===== config.mk =====
export PLATFORM = sky130hd
export DESIGN_NAME = brp_pointer
export DESIGN_NICKNAME = d
export VERILOG_FILES = /design/src/pkg/brp_pkg.sv /design/src/core/brp_pointer.sv /design/src/core/brp_sync.sv
export SDC_FILE = /design/constraint.sdc
export NUM_CORES = 1
export LEC_CHECK = 0
export BUFFER_PORTS_ARGS = -buffer_cell sky130_fd_sc_hd__buf_4
export CORE_AREA = 4 4 78 80
export DETAILED_ROUTE_END_ITERATION = 12
export DIE_AREA = 0 0 82 84
export GPL_TIMING_DRIVEN = 0
export PLACE_DENSITY = 0.54
export SETUP_SLACK_MARGIN = 0.1
export SLEW_MARGIN = 15
export SYNTH_ARGS = -nofsm -noshare
export SYNTH_HDL_FRONTEND = slang
export SYNTH_SLANG_ARGS = --single-unit
export TNS_END_PERCENT = 30

===== constraint.sdc =====
create_clock -name ref_clk -period 3.1 [get_ports ref_clk]
set_input_delay 0.775 -clock ref_clk [delete_from_list [all_inputs] [get_ports ref_clk]]
set_output_delay 0.775 -clock ref_clk [all_outputs]
set_load 0.05 [all_outputs]

===== src/pkg/brp_pkg.sv =====
// Package for the burst-read address pointer block.
// Assumes a byte-wide serial slave front end that reports transaction events.
package brp_pkg;
    localparam logic [6:0] ADDR_STATUS      = 7'h00; // Status alias location
    localparam logic [6:0] ADDR_UPPER_FIRST = 7'h68; // First stepped upper address
    localparam logic [6:0] ADDR_UPPER_LAST  = 7'h78; // Last defined upper address
    localparam logic [6:0] ADDR_RESERVED    = 7'h79; // Reserved, no successor
    localparam logic [7:0] STATUS_RESET     = 8'h00; // Status after reset
    localparam logic [1:0] FMODE_OFF        = 2'h0;  // FIFO disabled mode
    localparam logic [6:0] PTR_RESET        = 7'h00; // Pointer after reset
    localparam logic [7:0] DATA_RESET       = 8'h00; // Read data after reset
    localparam int         SYNC_STAGES      = 3;     // Pin synchroniser depth

    typedef enum logic [2:0] {
        BRP_IDLE   = 3'b001,
        BRP_SINGLE = 3'b010,
        BRP_BURST  = 3'b100
    } brp_state_t;
endpackage

===== src/core/brp_pointer.sv =====
// Burst-read register address pointer with status alias at 0x00.
// Assumes a serial slave front end on ref_clk that delivers start, address
// and byte-read strobes; the stop condition arrives as an asynchronous pin.
// Functional notes
// - Pointer advances only during burst reads.
// - I2C stop returns pointer to 0x00.
// - SPI never resets pointer; host sets start.
// - Address 0x00 aliases sample or FIFO status.
// - Burst from 0x00 continues into sample data.
// - Status is eight bits, read-only, reset zero.
// - Fast read with FIFO off steps 0x68..0x78 to next address.
`timescale 1ns/1ns
module brp_pointer
    import brp_pkg::*;
(
    input  wire logic       ref_clk,
    input  wire logic       rst,
    input  wire logic       spi_mode,
    input  wire logic       i2c_stop_pin,
    input  wire logic       xfer_start,
    input  wire logic       addr_load,
    input  wire logic [6:0] addr_value,
    input  wire logic       burst_req,
    input  wire logic       byte_read,
    input  wire logic       xfer_end,
    input  wire logic [1:0] fifo_mode,
    input  wire logic       fast_read,
    input  wire logic [7:0] sample_ready_status,
    input  wire logic [7:0] fifo_status,
    input  wire logic [7:0] reg_rdata,
    output logic [6:0]      reg_addr,
    output logic [7:0]      rd_data,
    output logic            rd_valid,
    output logic            burst_active
);
    brp_state_t state_r;
    brp_state_t state_nxt;
    logic [6:0] ptr_r;
    logic [6:0] ptr_nxt;
    logic [6:0] ptr_step;
    logic       in_burst;
    logic       in_upper;
    logic       at_reserved;
    logic       upper_step_ok;
    logic       step_en;
    logic       stop_lvl;
    logic       stop_prev_r;
    logic       stop_evt;
    logic       status_pick_fifo;
    logic [7:0] status_sel;
    logic [7:0] status_r;
    logic [7:0] rdata_sel;

    // Stop pin comes from outside the clock domain; the
    // synchroniser costs a few cycles but keeps metastability out
    brp_sync u_stop_sync (
        .ref_clk   (ref_clk),
        .rst       (rst),
        .pin_in    (i2c_stop_pin),
        .level_out (stop_lvl)
    );

    // Previous filtered stop level; reset matches the idle pin
    // level so no false stop follows reset
    always_ff @(posedge ref_clk or posedge rst) begin
        if (rst) begin
            stop_prev_r <= 1'b0;
        end else begin
            stop_prev_r <= stop_lvl;
        end
    end

    // Stop counts on its rising edge, two-wire port only; the
    // four-wire port has no stop, so the host must reload the start
    assign stop_evt = stop_lvl & ~stop_prev_r & ~spi_mode;

    // Transfer kind tracking; the kind is fixed at the start so a
    // late burst_req change cannot switch stepping on mid-access
    always_comb begin
        state_nxt = state_r;
        case (state_r)
            BRP_IDLE: begin
                if (xfer_start) begin
                    if (burst_req) begin
                        state_nxt = BRP_BURST;
                    end else begin
                        state_nxt = BRP_SINGLE;
                    end
                end
            end
            BRP_SINGLE: begin
                if (xfer_end || stop_evt) begin
                    state_nxt = BRP_IDLE;
                end
            end
            BRP_BURST: begin
                if (xfer_end || stop_evt) begin
                    state_nxt = BRP_IDLE;
                end
            end
            default: begin
                state_nxt = BRP_IDLE;
            end
        endcase
    end

    // Transfer kind register
    always_ff @(posedge ref_clk or posedge rst) begin
        if (rst) begin
            state_r <= BRP_IDLE;
        end else begin
            state_r <= state_nxt;
        end
    end

    // Only a burst may step the pointer
    assign in_burst = (state_r == BRP_BURST);

    // Window decode for the stepped upper rows and the reserved slot
    assign in_upper    = (ptr_r >= ADDR_UPPER_FIRST) && (ptr_r <= ADDR_UPPER_LAST);
    assign at_reserved = (ptr_r == ADDR_RESERVED);

    // Upper rows step only in the FIFO-off, fast-read column; other
    // columns belong to the wider map and simply hold here
    assign upper_step_ok = (fifo_mode == FMODE_OFF) && fast_read;

    // Successor address; rows outside the window, except the reserved slot, count up by one
    always_comb begin
        ptr_step = ptr_r + 7'h01;
        if (in_upper && !upper_step_ok) begin
            ptr_step = ptr_r;
        end
        if (at_reserved) begin
            ptr_step = ptr_r; // Reserved slot has no successor
        end
    end

    // Step only on a byte read inside a burst; single accesses
    // leave the pointer where the host put it
    assign step_en = byte_read && in_burst;

    // Pointer update; stop wins over everything since it ends the frame
    always_comb begin
        ptr_nxt = ptr_r;
        if (stop_evt) begin
            ptr_nxt = ADDR_STATUS;
        end else if (addr_load) begin
            ptr_nxt = addr_value;
        end else if (step_en) begin
            ptr_nxt = ptr_step;
        end
    end

    // Pointer register
    always_ff @(posedge ref_clk or posedge rst) begin
        if (rst) begin
            ptr_r <= PTR_RESET;
        end else begin
            ptr_r <= ptr_nxt;
        end
    end

    // Alias select; any non-zero mode hands 0x00 to the FIFO
    assign status_pick_fifo = (fifo_mode != FMODE_OFF);
    always_comb begin
        if (status_pick_fifo) begin
            status_sel = fifo_status;
        end else begin
            status_sel = sample_ready_status;
        end
    end

    // Registered status copy, zero after reset, never written by host
    always_ff @(posedge ref_clk or posedge rst) begin
        if (rst) begin
            status_r <= STATUS_RESET;
        end else begin
            status_r <= status_sel;
        end
    end

    // Byte source: status at 0x00, else the register file, so a
    // burst from 0x00 runs straight on into the sample bytes
    always_comb begin
        if (ptr_r == ADDR_STATUS) begin
            rdata_sel = status_r;
        end else begin
            rdata_sel = reg_rdata;
        end
    end

    // Read data holds until the next byte read
    always_ff @(posedge ref_clk or posedge rst) begin
        if (rst) begin
            rd_data <= DATA_RESET;
        end else if (byte_read) begin
            rd_data <= rdata_sel;
        end
    end

    // One-cycle strobe beside each returned byte
    always_ff @(posedge ref_clk or posedge rst) begin
        if (rst) begin
            rd_valid <= 1'b0;
        end else begin
            rd_valid <= byte_read;
        end
    end

    // Port copy of the pointer, taken from the next value so the
    // port equals the internal pointer after every edge
    always_ff @(posedge ref_clk or posedge rst) begin
        if (rst) begin
            reg_addr <= PTR_RESET;
        end else begin
            reg_addr <= ptr_nxt;
        end
    end

    // Burst flag, registered the same way
    always_ff @(posedge ref_clk or posedge rst) begin
        if (rst) begin
            burst_active <= 1'b0;
        end else begin
            burst_active <= (state_nxt == BRP_BURST);
        end
    end
endmodule


===== src/core/brp_sync.sv =====
// Three-stage synchroniser with agreement filter for the stop pin.
// Assumes the input is asynchronous to ref_clk.
`timescale 1ns/1ns
module brp_sync
    import brp_pkg::*;
(
    input  wire logic ref_clk,
    input  wire logic rst,
    input  wire logic pin_in,
    output logic      level_out
);
    logic [SYNC_STAGES-1:0] stage_r;

    // Shift chain; first stage feeds only the second
    always_ff @(posedge ref_clk or posedge rst) begin
        if (rst) begin
            stage_r <= '0;
        end else begin
            stage_r <= {stage_r[SYNC_STAGES-2:0], pin_in};
        end
    end

    // Accept a change only when stages two and three agree
    always_ff @(posedge ref_clk or posedge rst) begin
        if (rst) begin
            level_out <= 1'b0;
        end else if (stage_r[1] == stage_r[2]) begin
            level_out <= stage_r[2];
        end
    end
endmodule


Word-level counts from Yosys, hierarchy flattened
Cells that the tools add are included.
{"block": "totals", "register_bits": 33, "latchBits": 0, "mem_bits_rw": 0, "mem_bits_ro": 0, "word_cells": 47, "mem_count": 0}
{"block": "op_classes", "addsub": 1, "n_mul": 0, "div_mod_pow": 0, "n_lt_le_gt_ge": 2, "n_eq_ne": 8, "shifts": 0, "mux": 11, "n_bitwise": 4, "reduce_logical": 12}
{"operator": "7-bit two-way mux", "count": 5}
{"operator": "8-bit two-way mux", "count": 2}
{"operator": "3-bit two-way mux", "count": 3}
{"operator": "7-bit by 1-bit adder with 7-bit output, second input constant", "count": 1}
{"operator": "7-bit equality test, second input constant", "count": 1}
{"operator": "7-bit >= comparator, second input constant", "count": 1}
{"operator": "7-bit <= comparator, second input constant", "count": 1}
{"operator": "7-bit zero test", "count": 1}
{"operator": "3-bit equality test, second input constant", "count": 2}
{"operator": "3-bit one-hot mux with 2 select lines", "count": 1}
{"operator": "1-bit logical AND", "count": 4}
{"operator": "3-bit by 1-bit equality test with 1-bit output, second input constant", "count": 1}
{"operator": "3-bit by 2-bit equality test with 1-bit output, second input constant", "count": 1}
{"operator": "3-bit by 2-bit inequality test with 1-bit output, second input constant", "count": 1}
{"operator": "3-bit inequality test, second input constant", "count": 1}
{"operator": "3-bit AND reduction", "count": 1}
{"operator": "3-bit nonzero test", "count": 1}
{"operator": "1-bit AND", "count": 2}
{"operator": "2-bit zero test", "count": 1}
{"operator": "1-bit NOT", "count": 2}
{"operator": "2-bit nonzero test", "count": 1}
{"operator": "2-bit OR reduction", "count": 1}
{"operator": "1-bit equality test", "count": 1}
{"operator": "1-bit zero test", "count": 1}
{"operator": "1-bit logical OR", "count": 1}

Longest topological paths before layout
Gate-level depths: netlist of run 1.
{"block": "depth", "word_depth": 9, "mapped_depth": 7}

Hierarchy
From an unflattened synthesis of run 1, not the netlist that was laid out.
{"block": "unflattened", "cells_unflattened": 135, "area_unflattened_um2": 1521.5}
{"mod": "brp_pointer", "n_inst": 1, "cells_per_inst": 129, "area_each_um2": 1406.3}
{"mod": "brp_sync", "n_inst": 1, "cells_per_inst": 6, "area_each_um2": 115.1}

Worst setup path before layout of run 1
OpenSTA, ideal clock, no wires.
{"block": "synth_timing", "path_kind": "flip-flop to flip-flop", "start": "register reg_addr[1] (netlist name)", "end": "register rd_data[0]", "setup_time_ps": 137, "arrival_time_ps": 1822, "required_time_ps": 2963, "path_slack_ps": 1141, "path_stages_with_launch": 8, "n_path_buf": 1, "path_cell_list": "dfrtp_1 > inv_1 > ha_1 > nand2b_4 > or4b_4 > buf_6 > mux2i_1 > a21oi_1"}
{"element": "to (signal assigned)", "line_no": "brp_pointer.sv:197", "text": "rd_data <= rdata_sel;"}
{"element": "to (decl)", "line_no": "brp_pointer.sv:32", "text": "output logic [7:0] rd_data,"}

==> flow_summary.toml, run 1 <==
[outcome]
status = "completed"

[logic_synthesis]
synth_warnings = 0
yosysSeqAreaShare = 0.531
synth.largest_area_cell = "dfrtp_1"
yosys.area.top_type_share = 0.514
synth-seq-cells = 33
synth_flop_cell = "dfrtp_1"
synth_nets = 184
yosysUniqueCellTypes = 39
synth.avg_cell_area_um2 = 11.3
synth_area_mm2 = 0.00156
synthCells = 138
synth_edf_count = 0
synth.area.top_cells = "dfrtp_1, mux2_2, mux2i_1"
synthArstFlopShare = 1.00

[worst_setup_path]
r2r_cells = 7
worstPathRequired_ns = 3.24
crit_type = "reg2reg"
rrSetupSlack_ns = 1.22
cp_slowest_cell = "or4b_4"
critPathLaunch = "reg_addr[0]"
arrival_ns = 2.02
r2r-start = "reg_addr[0]"
endpoint = "rd_data[6]"
startpoint_type = "flip-flop"
cp_cell_sequence = "inv_1 -> ha_1 -> nand2b_4 -> or4b_4 -> buf_6 -> mux2i_1 -> a21oi_1"
reg2reg_to = "rd_data[6]"
slowest_delay_ns = 0.51
crit_buf_inv = 2
crit_family = "simple AND/OR/NAND/NOR gates"
setup.worst_path.end_class = "flip-flop"
cp.depth = 7
worst-path-max-fanout = 8

[route]
wirelength_um = 3750
route.detailed.drc = 0
drt-pass1-iter-count = 4
vias = 1281
viasPerCell = 4.64
drtAntennaViolNets = 0
wl_per_cell_um = 13.6
drt_iter0_markers = 61

[sta]
min_period_ns = 1.88
hold_viol_final = 0
rsz0062_at_grt = "no"
max_freq_mhz = 532
drv_slew = 0
holdWs_ns = 0.349
setup_viol = 0
maxSlewHeadroom = 0.530
tns_ns = 0
finClkSkew_ns = 0.00889
worst-slew-pin-transition_ns = 0.704
post-route-period-util = 0.607

[final_layout]
final_nets = 250
syn_to_final_growth_pct = 39.8
antennaDiodeCount = 0
multi_input_area_um2 = 684
drive_gt1_frac = 0.412
regArea_um2 = 827
fillCellCount = 559

[grt]
grt_pass1_vias = 1354
grt_max_degree = 34
gr-usage-all-layers = 0.121
antenna_found_initial = 0
gr-total-overflow = 0
grt_pass1_wl_um = 6360

[placement]
dp_hpwl_um = 2810
globalplace.congestion = 0.736
portBuffers = 59

[clocking]
clock_latency_ns = 0.28
cts_tree = "done"
ctsResizeCount = 0
h-tree-depth = 2
cts_buffers = 5
cts.clk_slew.worst_paths_ns = 0.07
cts_root_buffer = "clkbuf_8"
postCtsSetupBuffers = 0
clock_sink_count = 33
postCtsHoldBufs = 0
cts_buffer_depth = 2

[power]
peakVddDrop_uv = 184
p_per_area_mw_per_mm2 = 539
leakage_nw = 1.03

[flow_run]
drv_cap = 0

[floorplan]
fp-row-count = 27
io_pins = 60
core_area_mm2 = 0.00541
initial_core_util = 0.288
dieWidth_um = 82
die_y_um = 84
fp.dieArea_mm2 = 0.00689

[hold_path]
hold_class = "reg2reg"
cells in the mapped netlist (all sizes together) (2+ instances only):
cell type,instances
or3,3
nor2,16
xor2,2
or4b,2
buf,2
mux2,8
and3,2
inv,4
dfrtp,32
a21oi,11
o31ai,2
a31oi,5
mux2i,8
nand2,6
o21ai,11
ha,3
nand3,3
cells by family (layout without fill, tap and decap cells):
kind of cell / after synthesis / after routing / synth area share
muxes: 16 / 16 / 0.109
adders and majority gates: 4 / 4 / 0.0305
buffers and inverters: 8 / 74 / 0.0297
DFF: 33 / 33 / 0.531
xor gates and xnor gates: 2 / 2 / 0.0112
and+or+nand+nor: 41 / 41 / 0.156
AOI/OAI and AO/OA: 34 / 34 / 0.133
metal layers:
layer,GRT usage,part of all wire
met2,0.178,0.47
met4,0.0544,0.022
met5,0,0
met1,0.159,0.44
met3,0.0410,0.072
state kept, by name, summed over array words and instances, names as in the netlist:
signal / cells
burst_active: 1
rd_data: 8
rd_valid: 1
reg_addr: 7
state_r: 3
status_r: 8
stop_prev_r: 1
u_stop_sync.level_out: 1
u_stop_sync.stage_r: 3
worst min-delay path by stage:
stage / from / cells after the start / slack [ns] / end
final: u_stop_sync.stage_r[0] / 0 / 0.35 / u_stop_sync.stage_r[1]
after global routing: u_stop_sync.stage_r[0] / 0 / 0.37 / u_stop_sync.stage_r[1]
after CTS: u_stop_sync.stage_r[0] / 0 / 0.35 / u_stop_sync.stage_r[1]
after detailed placement: u_stop_sync.stage_r[0] / 0 / 0.34 / u_stop_sync.stage_r[1]
after global placement: u_stop_sync.stage_r[0] / 0 / 0.33 / u_stop_sync.stage_r[1]
after floorplan: u_stop_sync.stage_r[0] / 0 / 0.33 / u_stop_sync.stage_r[1]
layout by cell type, fill, tap and decap left out, types with 2 or more instances in the layout:
cell | netlist | layout
a31oi_1 | 5 | 5
dfrtp_1 | 32 | 32
nand2_1 | 5 | 5
o31ai_1 | 2 | 2
inv_1 | 4 | 3
ha_1 | 3 | 3
o21ai_0 | 11 | 11
clkbuf_8 | 0 | 6
clkbuf_1 | 1 | 2
and3_1 | 2 | 2
nor2_1 | 15 | 15
or3_1 | 3 | 3
mux2_2 | 8 | 8
mux2i_1 | 8 | 8
a21oi_1 | 11 | 11
xor2_1 | 2 | 2
buf_4 | 1 | 60
nand3_1 | 3 | 3
through the flow:
stage,instances,area [um^2],power (mW),worst slack (ns),util
floorplan,138,1560,0.738,1.14,-
global placement,269,2090,0.859,0.939,0.387
detailed placement,269,2090,0.861,0.925,0.387
CTS,276,2180,1.19,1.19,0.403
global route,276,2180,1.25,1.06,0.403
finish,276,2180,1.17,1.22,0.403
layout make-up:
type	count	share of cell area
buffer	4	0.0144
clock buffer	7	0.0397
inverter	4	0.00690
multi-input combinational	97	0.314
sequential	33	0.380
tap	72	0.0414
timing repair buffer	59	0.203
power breakdown:
part           total, mW  switching (mW)  leakage (nW)  internal (mW)
registers          0.540          0.0547         0.385          0.486
clock network      0.324           0.148        0.0443          0.176
logic              0.309           0.179         0.601          0.131
total               1.17           0.382          1.03          0.792
worst register-to-register path, cell delays in order, from the launching register on:
cell and delay [ns]:
dfrtp_1 0.45, inv_1 0.09, ha_1 0.20, nand2b_4 0.07, or4b_4 0.51, buf_6 0.16, mux2i_1 0.19, a21oi_1 0.09
No activity file was read; power rests on OpenSTA's default activity.
==> run 2: changes to the inputs <==
Clock period 3.1 ns to 2 ns, I/O delays scaled along.
==> flow_summary.toml, run 2 (synthesized netlist as in run 1, its figures left out) <==
[sta]
worst-slew-pin-transition_ns = 0.690
rsz0062_at_grt = "no"
min_period_ns = 1.80
setup_viol = 0
tns_ns = 0
post-route-period-util = 0.900
max_freq_mhz = 555
drv_slew = 0
maxSlewHeadroom = 0.539
finClkSkew_ns = 0.00871
hold_viol_final = 0
holdWs_ns = 0.328

[clocking]
clock_sink_count = 33
cts_tree = "done"
cts_buffer_depth = 2
cts.clk_slew.worst_paths_ns = 0.07
h-tree-depth = 2
cts_buffers = 5
cts_root_buffer = "clkbuf_8"
postCtsHoldBufs = 0
clock_latency_ns = 0.28

[worst_setup_path]
cp_slowest_cell = "or4b_4"
setup.worst_path.end_class = "flip-flop"
startpoint_type = "flip-flop"
arrival_ns = 1.95
worst-path-max-fanout = 8
crit_type = "reg2reg"
cp_cell_sequence = "inv_1 -> ha_4 -> nand2b_4 -> or4b_4 -> buf_6 -> mux2i_1 -> a21oi_1"
worstPathRequired_ns = 2.15
crit_buf_inv = 2
slowest_delay_ns = 0.51
crit_family = "simple AND/OR/NAND/NOR gates"

[final_layout]
syn_to_final_growth_pct = 45.1
layout.cells.non_filler = 280
layout_common_cells = "buf_4, dfrtp_1, nor2_1"
final_nets = 253
final_common_cell = "buf_4"
reg.largest.list = "rd_data: 8 flops, status_r: 8 flops, reg_addr: 7 flops"
antennaDiodeCount = 0
drive_gt1_frac = 0.447
finalCoreUtilization = 0.418

[route]
wl_per_cell_um = 13.4
vias = 1281
route.detailed.drc = 0
viasPerCell = 4.58
drt-pass1-iter-count = 4
drt_iter0_markers = 38
drtAntennaViolNets = 0
wirelength_um = 3750

[placement]
portBuffers = 59
dp.cells = 269
dp_hpwl_um = 2810
globalplace.congestion = 0.776

[power]
p_per_area_mw_per_mm2 = 877
peakVddDrop_uv = 298
power_mw = 1.98
leakage_nw = 1.05

[outcome]
status = "completed"

[floorplan]
core_area_mm2 = 0.00541
dieWidth_um = 82
die_y_um = 84
fp-row-count = 27
initial_core_util = 0.288
io_pins = 60
fp.dieArea_mm2 = 0.00689

[hold_path]
hold_class = "in2async"

[grt]
grt_max_degree = 34
use_met2 = 0.173
gr-total-overflow = 0
busiest_layer = "met2"
grt_pass1_wl_um = 6140
grt.met3_usage = 0.0400
gr-usage-all-layers = 0.118
gr-usage-met1 = 0.158
grt_pass1_vias = 1295
antenna_found_initial = 0

[flow_run]
drv_cap = 0
[run 2: cell count changes in the layout (fill, tap and decap cells not counted), sizes merged]
cell / delta
bufinv: +1
buf: +3
[run 2: layout make-up]
cell class | instances | area, um^2
Buffer | 4 | 31.3
Clock buffer | 7 | 86.3
Clock inverter | 1 | 30.0
Fill cell | 564 | 3150
Inverter | 4 | 15.0
Multi-Input combinational cell | 97 | 712
Sequential cell | 33 | 830
Tap cell | 72 | 90.1
Timing Repair Buffer | 62 | 465
[run 2: timing repair]
| action | 4_1_cts | 5_1_grt |
|---|---|---|
| buffers inserted | 0 | 3 |
| endpoints found under the setup margin | 0 | 13 |
| gates resized for setup | 0 | 5 |
| endpoints found under the hold margin | 0 | 0 |
[run 2: layer usage]
metal	part of all wire	wire (um)
met1	0.44	1640
met2	0.49	1820
met3	0.060	225
met4	0.016	61
met5	0	0
[run 2: metrics by stage]
step | worst slack (ns) | instance area (um^2)
after CTS | 0.138 | 2210
after global placement | 0.109 | 2090
after global routing | 0.113 | 2260
final | 0.199 | 2260
after floorplan | 0.142 | 1560
after detailed placement | 0.0854 | 2090
[run 2: final timing paths]
| kind | start | end | slack (ns) | cells after the start |
|---|---|---|---|---|
| worst min-delay path | rst | burst_active | 0.33 | 2 |
| worst max register to register | reg_addr[0] | rd_data[1] | 0.20 | 7 |
| max in group asynchronous | rst | reg_addr[1] | 1.18 | 2 |
| min in group ref_clk | i2c_stop_pin | u_stop_sync.stage_r[0] | 0.33 | 1 |
| worst max-delay path | reg_addr[0] | rd_data[1] | 0.20 | 7 |
| worst min register to register | u_stop_sync.stage_r[0] | u_stop_sync.stage_r[1] | 0.35 | 0 |
[run 2: power breakdown]
part           total [mW]  leakage [nW]  switching [mW]  internal, mW
registers           0.834         0.383          0.0807         0.754
clock network       0.637        0.0585           0.231         0.406
logic               0.510         0.610           0.291         0.219
total                1.98          1.05           0.603          1.38
